## src/psc_pkg.sv

```systemverilog
package psc_pkg;
  // ---------------------------------------------------------------------------
  // widths and encodings
  // ---------------------------------------------------------------------------
  localparam int PSC_WORD_W = 16;
  localparam int PSC_PROD_W = 32;
  localparam int PSC_PC_W = 16;
  localparam logic [15:0] PSC_LOAD_SHIFT_MASK = 16'hfffc;
  localparam logic [15:0] PSC_LOAD_SHIFT_CODE = 16'hce08;
  localparam int PSC_FIELD_LSB = 0;
  localparam logic [15:0] PSC_PC_STEP = 16'h0001;
  localparam int PSC_SHIFT_L1 = 1;
  localparam int PSC_SHIFT_L4 = 4;
  localparam int PSC_SHIFT_R6 = 6;
  localparam logic [1:0] PSC_FIELD_RESET = 2'h0;
  // product shift field position inside status word one
  localparam int PSC_ST1_PM_LSB = 0;

  typedef enum logic [1:0] {
    PSC_PM_NONE,
    PSC_PM_LEFT1,
    PSC_PM_LEFT4,
    PSC_PM_RIGHT6
  } psc_mode_t;
endpackage : psc_pkg

```

## src/psc_shifter.sv

```systemverilog
module psc_shifter (
  // product in
  input wire logic [psc_pkg::PSC_PROD_W-1:0] prod_i,
  input wire psc_pkg::psc_mode_t mode_i,
  // shifted out
  output logic [psc_pkg::PSC_PROD_W-1:0] shifted_o
);
  import psc_pkg::*;

  always_comb begin
    unique case (mode_i)
      PSC_PM_NONE: shifted_o = prod_i;
      PSC_PM_LEFT1: shifted_o = prod_i << PSC_SHIFT_L1;
      PSC_PM_LEFT4: shifted_o = prod_i << PSC_SHIFT_L4;
      PSC_PM_RIGHT6: shifted_o = $signed(prod_i) >>> PSC_SHIFT_R6;
    endcase
  end
endmodule : psc_shifter

```

## src/psc_top.sv

```systemverilog
// Summary of operation
// - load instruction copies opcode low bits
// - load: one word, one cycle, pc+1
// - mode zero passes product unshifted
// - mode one shifts left one, zero fill
// - mode two shifts left four, zero fill
// - mode three arithmetic right shift six
// - mode persists until field reloaded
// - status restore also loads field
// - right six gives 64-sum headroom
module psc_top (
  // clock and reset
  input wire logic SYS_CLK_I,
  input wire logic NRST_I,
  // instruction stream
  input wire logic INSTR_VALID_I,
  input wire logic [psc_pkg::PSC_WORD_W-1:0] INSTR_I,
  input wire logic [psc_pkg::PSC_PC_W-1:0] PC_I,
  // status word one restore
  input wire logic RESTORE_ST1_I,
  input wire logic [psc_pkg::PSC_WORD_W-1:0] ST1_DATA_I,
  // product register path
  input wire logic PROD_LOAD_I,
  input wire logic [psc_pkg::PSC_PROD_W-1:0] PROD_I,
  // outputs
  output logic [psc_pkg::PSC_PROD_W-1:0] PROD_Q_O,
  output logic [psc_pkg::PSC_PROD_W-1:0] ALU_OPERAND_O,
  output logic [1:0] PROD_SHIFT_FIELD_O,
  output logic [psc_pkg::PSC_PC_W-1:0] PC_NEXT_O,
  output logic LOAD_DONE_O
);
  import psc_pkg::*;

  // ---------------------------------------------------------------------------
  // decode
  // ---------------------------------------------------------------------------
  psc_mode_t field_q, field_d;
  logic [PSC_PROD_W-1:0] prod_q, prod_d;
  logic [PSC_PROD_W-1:0] alu_q, alu_d;
  logic [PSC_PC_W-1:0] pc_q, pc_d;
  logic [PSC_PC_W:0] pc_sum;
  logic done_q, done_d;
  logic [PSC_PROD_W-1:0] shifted;
  logic is_load;

  // the mask leaves the mode bits out, so all four settings decode
  assign is_load = INSTR_VALID_I && ((INSTR_I & PSC_LOAD_SHIFT_MASK) == PSC_LOAD_SHIFT_CODE);

  // ---------------------------------------------------------------------------
  // output shifter
  // ---------------------------------------------------------------------------
  // works on a copy of the register, so the stored product is never touched
  psc_shifter u_shift (
    .prod_i(prod_q),
    .mode_i(field_q),
    .shifted_o(shifted)
  );

  // ---------------------------------------------------------------------------
  // product shift field
  // ---------------------------------------------------------------------------
  // a load in the same cycle as a status restore takes priority
  always_comb begin
    field_d = field_q;
    if (is_load) begin
      field_d = psc_mode_t'(INSTR_I[PSC_FIELD_LSB +: $bits(psc_mode_t)]);
    end else if (RESTORE_ST1_I) begin
      field_d = psc_mode_t'(ST1_DATA_I[PSC_ST1_PM_LSB +: $bits(psc_mode_t)]);
    end
  end

  always_ff @(posedge SYS_CLK_I or negedge NRST_I) begin
    if (!NRST_I) begin
      field_q <= psc_mode_t'(PSC_FIELD_RESET);
    end else begin
      field_q <= field_d;
    end
  end

  property p_field_idle;
    @(posedge SYS_CLK_I) disable iff (!NRST_I)
      !INSTR_VALID_I && !RESTORE_ST1_I |=> $stable(PROD_SHIFT_FIELD_O);
  endproperty
  a_field_idle: assert property (p_field_idle) else $error("field moved while idle");

  // ---------------------------------------------------------------------------
  // product register and alu operand
  // ---------------------------------------------------------------------------
  always_comb begin
    prod_d = PROD_LOAD_I ? PROD_I : prod_q;
    alu_d = shifted;
  end

  always_ff @(posedge SYS_CLK_I or negedge NRST_I) begin
    if (!NRST_I) begin
      prod_q <= '0;
      alu_q <= '0;
    end else begin
      prod_q <= prod_d;
      alu_q <= alu_d;
    end
  end

  property p_prod_load;
    @(posedge SYS_CLK_I) disable iff (!NRST_I)
      PROD_LOAD_I |=> PROD_Q_O == $past(PROD_I);
  endproperty
  a_prod_load: assert property (p_prod_load) else $error("product not loaded");

  // with nothing reloaded for two cycles the same transfer repeats
  property p_steady_operand;
    @(posedge SYS_CLK_I) disable iff (!NRST_I)
      (!PROD_LOAD_I && !is_load && !RESTORE_ST1_I) [*2] |=> $stable(ALU_OPERAND_O);
  endproperty
  a_steady_operand: assert property (p_steady_operand) else $error("operand drifted");

  // ---------------------------------------------------------------------------
  // program counter step and completion pulse
  // ---------------------------------------------------------------------------
  always_comb begin
    pc_sum = {1'b0, PC_I} + {1'b0, PSC_PC_STEP};
    pc_d = is_load ? pc_sum[PSC_PC_W-1:0] : pc_q;
    done_d = is_load;
  end

  always_ff @(posedge SYS_CLK_I or negedge NRST_I) begin
    if (!NRST_I) begin
      pc_q <= '0;
      done_q <= 1'b0;
    end else begin
      pc_q <= pc_d;
      done_q <= done_d;
    end
  end

  property p_done_pulse;
    @(posedge SYS_CLK_I) disable iff (!NRST_I)
      !is_load |=> !LOAD_DONE_O;
  endproperty
  a_done_pulse: assert property (p_done_pulse) else $error("completion without load");

  property p_pc_hold;
    @(posedge SYS_CLK_I) disable iff (!NRST_I)
      !is_load |=> $stable(PC_NEXT_O);
  endproperty
  a_pc_hold: assert property (p_pc_hold) else $error("pc moved without load");

  // ---------------------------------------------------------------------------
  // outputs
  // ---------------------------------------------------------------------------
  // every output is taken straight from a register
  assign PROD_Q_O = prod_q;
  assign ALU_OPERAND_O = alu_q;
  assign PROD_SHIFT_FIELD_O = field_q;
  assign PC_NEXT_O = pc_q;
  assign LOAD_DONE_O = done_q;

  // ---------------------------------------------------------------------------
  // assertions
  // ---------------------------------------------------------------------------
  property p_load_field;
    @(posedge SYS_CLK_I) disable iff (!NRST_I)
      is_load |=> field_q == $past(INSTR_I[1:0]);
  endproperty
  a_load_field: assert property (p_load_field) else $error("field not loaded");

  property p_load_pc;
    @(posedge SYS_CLK_I) disable iff (!NRST_I)
      is_load |=> LOAD_DONE_O && PC_NEXT_O == $past(PC_I) + PSC_PC_STEP;
  endproperty
  a_load_pc: assert property (p_load_pc) else $error("pc not advanced by one");

  property p_none;
    @(posedge SYS_CLK_I) disable iff (!NRST_I)
      field_q == PSC_PM_NONE |=> ALU_OPERAND_O == $past(prod_q);
  endproperty
  a_none: assert property (p_none) else $error("mode zero shifted");

  property p_left1;
    @(posedge SYS_CLK_I) disable iff (!NRST_I)
      field_q == PSC_PM_LEFT1 |=> ALU_OPERAND_O == {$past(prod_q[30:0]), 1'b0};
  endproperty
  a_left1: assert property (p_left1) else $error("left one wrong");

  property p_left4;
    @(posedge SYS_CLK_I) disable iff (!NRST_I)
      field_q == PSC_PM_LEFT4 |=> ALU_OPERAND_O == {$past(prod_q[27:0]), 4'h0};
  endproperty
  a_left4: assert property (p_left4) else $error("left four wrong");

  property p_right6;
    @(posedge SYS_CLK_I) disable iff (!NRST_I)
      field_q == PSC_PM_RIGHT6 |=> ALU_OPERAND_O == {{6{$past(prod_q[31])}}, $past(prod_q[31:6])};
  endproperty
  a_right6: assert property (p_right6) else $error("right six wrong");

  property p_hold;
    @(posedge SYS_CLK_I) disable iff (!NRST_I)
      !is_load && !RESTORE_ST1_I |=> $stable(field_q);
  endproperty
  a_hold: assert property (p_hold) else $error("field changed unasked");

  property p_restore;
    @(posedge SYS_CLK_I) disable iff (!NRST_I)
      RESTORE_ST1_I && !is_load |=> field_q == $past(ST1_DATA_I[1:0]);
  endproperty
  a_restore: assert property (p_restore) else $error("restore missed");

  // seven copies of the product sign leave room for 64 summed transfers
  property p_headroom;
    @(posedge SYS_CLK_I) disable iff (!NRST_I)
      field_q == PSC_PM_RIGHT6 |=> ALU_OPERAND_O[31:25] == {7{$past(prod_q[31])}};
  endproperty
  a_headroom: assert property (p_headroom) else $error("no headroom");

  property p_prod_kept;
    @(posedge SYS_CLK_I) disable iff (!NRST_I)
      !PROD_LOAD_I |=> $stable(prod_q);
  endproperty
  a_prod_kept: assert property (p_prod_kept) else $error("product altered");

  c_load: cover property (@(posedge SYS_CLK_I) disable iff (!NRST_I) is_load);
  c_restore: cover property (@(posedge SYS_CLK_I) disable iff (!NRST_I) RESTORE_ST1_I);
  c_right6: cover property (@(posedge SYS_CLK_I) disable iff (!NRST_I) field_q == PSC_PM_RIGHT6);
  c_left4: cover property (@(posedge SYS_CLK_I) disable iff (!NRST_I) field_q == PSC_PM_LEFT4);
  c_clash: cover property (@(posedge SYS_CLK_I) disable iff (!NRST_I) is_load && RESTORE_ST1_I);
endmodule : psc_top

```

## config.mk

```make
export PLATFORM = sky130hd
export DESIGN_NAME = psc_top
export DESIGN_NICKNAME = d
export VERILOG_FILES = /design/src/psc_pkg.sv /design/src/psc_shifter.sv /design/src/psc_top.sv
export SDC_FILE = /design/constraint.sdc
export NUM_CORES = 1
export LEC_CHECK = 0
export ABC_CLOCK_PERIOD_IN_PS = 2400
export BUFFER_PORTS_ARGS = -buffer_cell sky130_fd_sc_hd__buf_2
export CAP_MARGIN = 0
export CORE_ASPECT_RATIO = 1.4
export CORE_MARGIN = 8
export CORE_UTILIZATION = 40
export CTS_CLUSTER_SIZE = 14
export DETAILED_ROUTE_END_ITERATION = 8
export PLACE_DENSITY_LB_ADDON = 0.12
export SETUP_SLACK_MARGIN = 0.02
export SLEW_MARGIN = 20
export SYNTH_ARGS = -nofsm -noshare
export SYNTH_HDL_FRONTEND = slang
export SYNTH_SLANG_ARGS = --single-unit
```

## constraint.sdc

```tcl
create_clock -name SYS_CLK_I -period 2.4 [get_ports SYS_CLK_I]
set_clock_uncertainty 0.2 [all_clocks]
set_input_delay 0.24 -clock SYS_CLK_I [delete_from_list [all_inputs] [get_ports SYS_CLK_I]]
set_output_delay 0.24 -clock SYS_CLK_I [all_outputs]
set_load 0.02 [all_outputs]
```

# After elaboration in Yosys (flattened, before gate mapping)
# Cells that the tools add are included.
# Widths: inputs -> output; s select.
# op_classes
addsub	1
n_mux	3
n_eq_ne	4
reduce_logical	3
# op_table
cell	n
$pmux 32 s4	1
$add 16x1->16 const B	1
$eq 14x14->1 const B	1
$eq 2x2->1 const B	2
$mux 2	2
$eq 2x1->1 const B	1
$logic_not 2->1	1
$reduce_bool 2->1	1
$logic_and 1x1->1	1
# totals
inputBits	85
out_inout_bits	83
regBits	83

# Logic depth before layout (Yosys ltp)
# depth
depth_word	3
ltp_mapped	6

# Cells and area by module
# Synthesis repeated with hierarchy kept, for this count alone.
# hier_totals
cells_unflattened	255
area_unflattened_um2	3866.2
# by_module_without_submodules
module	cells_each	area_per_inst_um2	instances
psc_top	205	3040.4	1
psc_shifter	50	825.8	1

# Worst setup path after synthesis
# OpenSTA, ideal clock, no wires.
# synth_timing
path_type	register -> register
start	register field_q[1], in the netlist PROD_SHIFT_FIELD_O[1]
end	register alu_q[13], in the netlist ALU_OPERAND_O[13]
stages_incl_launch_ff	5
n_path_buf	3
setup_ns	0.138
period_less_slack_ns	2.043
setup_slack_ns	0.357
arrival_ns	1.704
required_ns	2.062
cell_sequence	dfrtp_1 buf_2 buf_2 buf_1 mux4_2
# synth_between
elab_chain_cells	2
# synth_lines
item	line	rtl
from (decl)	psc_top.sv:37	psc_mode_t field_q, field_d;
from (signal assigned)	psc_top.sv:74	field_q <= psc_mode_t'(PSC_FIELD_RESET);
from (signal assigned)	psc_top.sv:76	field_q <= field_d;
$eq 2x2->1 (tied with other cells)	psc_shifter.sv:11	unique case (mode_i)
$pmux 32 s4 *	psc_shifter.sv:11	
named net alu_d[13]	psc_top.sv:39	logic [PSC_PROD_W-1:0] alu_q, alu_d;
to (signal assigned)	psc_top.sv:100	alu_q <= alu_d;
to (decl)	psc_top.sv:39	
# The timed path passes the listed nets; every way through them passes the cells marked *.
# A chain may end at the register's enable or synchronous reset.

# Final worst setup path
# layout_timing
start	input INSTR_I[4] (netlist bit)
end	register field_q[1], in the netlist PROD_SHIFT_FIELD_O[1]
# layout_between
elab_chain_cells	3
# layout_lines
item	line	rtl
from (decl)	psc_top.sv:17	input wire logic [psc_pkg::PSC_WORD_W-1:0] INSTR_I,
$eq 14x14->1 *	psc_top.sv:47	assign is_load = INSTR_VALID_I && ((INSTR_I & PSC_LOAD_SHIFT_MASK) == PSC_LOAD_SHIFT_CODE);
$logic_and 1x1->1 *	psc_top.sv:47	
$mux 2 or $reduce_bool 2->1 (tied branches)	n/a	
# Every way passes the cells marked *; elsewhere a longest branch is shown, timed or not.

==> metrics.cfg <==
[synth]
synthFlopType=dfrtp_1
synth_area_leaders=dfrtp_1, mux4_2, mux2_2
yosys.area_share.xor_xnor_pct=2.799
synth_edf_count=0
syn_avg_cell_area_um2=14.50
synth_compound_area_share_pct=4.065
ys_warn_count=0
synth-simple-area-share_pct=7.564
syn-num-nets=345
syn_area_um2=3755
synth_top_family_by_area=multiplexers
yosysTopAreaCell=dfrtp_1
synthAdderAreaFrac_pct=0.3332
yosys.cell_types.count=36
synthCells=259
yosysSeqAreaShare_pct=55.31
async_flop_share_pct=100.0
synth_seq_cells=83
synth_top_cell_area_share_pct=55.31
synthMuxAreaShare_pct=27.46

[sta]
finalCriticalPeriod_ps=2241
slew_viol_final=0
clock.fmax_mhz=446.3
worst_slack_ps=159.5
setup_viol=0
hold_violations=0
fin_tns_setup_ps=0
slew_headroom_pct=69.04
worst_pin_slew_ps=464.4
rsz0062_at_grt=no
period_share_pct=93.36

[critical_path]
worstSetupPathType=in -> reg
critPathTopFamily=simple AND/OR/NAND/NOR gates
critPathMaxStageDelay_ps=560
worstPathMaxFanout=32
cp.arrival_ps=2260
cp_data_required_time_ps=2420
crit_chain=buf_2 > or4b_1 > nor4_4 > buf_12 > o21ai_0 > dlygate4sd3_1
worst_setup_path_end_kind=flip-flop
crit_slowest_cell=or4b_1
start_kind=input pin
crit_buf_inv=3

[cells_and_area]
layout_commonest_cell=buf_2
synthToLayoutAreaGrowth_pct=43.79
final_cell_mix=buf_2, dfrtp_1, dlygate4sd3_1
nets=543
fillers=798
stdcell_area_um2=5399
drive_gt1_share_pct=52.71
antennaDiodeCount=0

[grt]
grt_first_pass_wirelength_um=16580
grtUsageTotal_pct=16.73
antenna_found_initial=0
overflow=0
grt_max_degree=37
grt_pass1_vias=3133

[die]
std_cell_rows=42
io-pin-count=168
design.die.area_um2=12790
die_h_um=130.6
initial_core_util_pct=40.37
die_x_um=97.89
core_um2=9301

[route]
ant_nets=0
drt-initial-drc-count=103
drcViolationCount=0
firstDrtPassIters=4
via_per_inst=5.151
vias=2941
routed_wl_um=10280
wl_per_cell_um=18.01

[cts]
cts-root-buf=clkbuf_16
clock-sinks=83
cts_resized=0
cts_tree=yes
clk_pin_slew_worst_paths_ps=60
cts.path.max_buffers=2
htree_levels=3
clk_latency_ps=340
numCtsBuffers=9

[power_and_ir_drop]
p_comb_share_pct=22.3
power.share.clock_pct=34.7
vdd_drop_max_v=0.0003739
p_seq_share_pct=42.9
p_sw_share_pct=28.22
intPower_uw=2850
p_switching_uw=1121
power_density_nw_per_um2=735.4
p_leak_uw=0.002514

[placement]
dp.final_hpwl_um=7546
place_ws_ps=276.2
placed_cell_area_um2=4703
portBuffers=153
place.gp.congestion=0.7479

[status]
outcome=finished clean

[job]
max-cap-violations=0

[hold_path]
hp-class=in -> reg

[registers in the layout (all words and copies together) (netlist names)]
name	flops
LOAD_DONE_O	1
ALU_OPERAND_O	32
PC_NEXT_O	16
PROD_SHIFT_FIELD_O	2
PROD_Q_O	32
[per-layer routing]
metal / share of wire (%) / global-route usage [%]
met5: 0 / 0
met2: 52 / 29.47
met3: 6.3 / 4.348
met1: 40 / 18.54
met4: 1.9 / 8.103
[Yosys cell counts (3+ instances only)]
cell and number:
inv_1 4, nand3_1 7, clkbuf_1 6, a31oi_1 3, dfrtp_1 83, nor2_1 17
nor4_1 4, buf_1 4, mux4_2 27, xnor2_1 10, mux2_2 34, mux2i_1 4
o21ai_0 6, nor3_1 3, a21oi_1 12, nand2_1 11
[metrics by stage]
stage	total power [uW]	util [%]	hold slack [ps]	std cells
after floorplan	2200	-	-255.6	259
after global placement	2562	50.57	28.46	516
after detailed placement	2579	50.57	35.34	516
after CTS	4021	58.04	2.138	571
after global routing	4142	58.04	12.44	571
final	3971	58.04	10.39	571
[final timing paths]
path                                             from                     to  slack [ps]  cells after the start
worst min-delay path                          PC_I[5]           PC_NEXT_O[5]          10                      3
worst max register to register  PROD_SHIFT_FIELD_O[1]      ALU_OPERAND_O[18]         710                      2
worst min register to register           PC_NEXT_O[1]           PC_NEXT_O[1]         310                      1
max in group asynchronous                      NRST_I  PROD_SHIFT_FIELD_O[1]        1160                      3
worst max-delay path                       INSTR_I[4]  PROD_SHIFT_FIELD_O[1]         160                      6
min in group asynchronous                      NRST_I      ALU_OPERAND_O[10]         210                      2
[power groups by stage]
stage / logic, uW / clock network [uW] / registers [uW]
3_5_place_dp: 846 / 0 / 1730
5_1_grt: 956 / 1460 / 1730
2_1_floorplan: 314 / 0 / 1890
4_1_cts: 900 / 1410 / 1710
6_report: 887 / 1380 / 1700
3_3_place_gp: 833 / 0 / 1730
[worst min-delay path, cell delays in order]
cell and delay (ps):
buf_2 100, xnor2_1 110, a21oi_1 60
[layout make-up]
class,count,area [um^2],share of cell area (%)
inverters,4,15.01,0.2781
flip-flops and latches,83,2079,38.52
well taps,110,137.6,2.549
repair buffers,202,1286,23.82
clock buffers,13,260.3,4.820
multi-input cells,157,1585,29.36
clock inverters,2,35.03,0.6489
[cell families (layout without fill, tap and decap cells)]
kind of cell,after synthesis,after routing
AO/OA/AOI/OAI,26,26
XOR/XNOR,12,12
adder cells (fa/ha/maj),1,1
buffers and inverters,19,221
flip-flops,83,83
multiplexers,65,65
AND/OR/NAND/NOR,53,53
[what timing repair did]
action | in CTS | in global routing
setup buffers | 0 | 0
hold endpoints to repair | 71 | 0
hold buffers | 40 | 0
(Power assumes the default switching activity.)
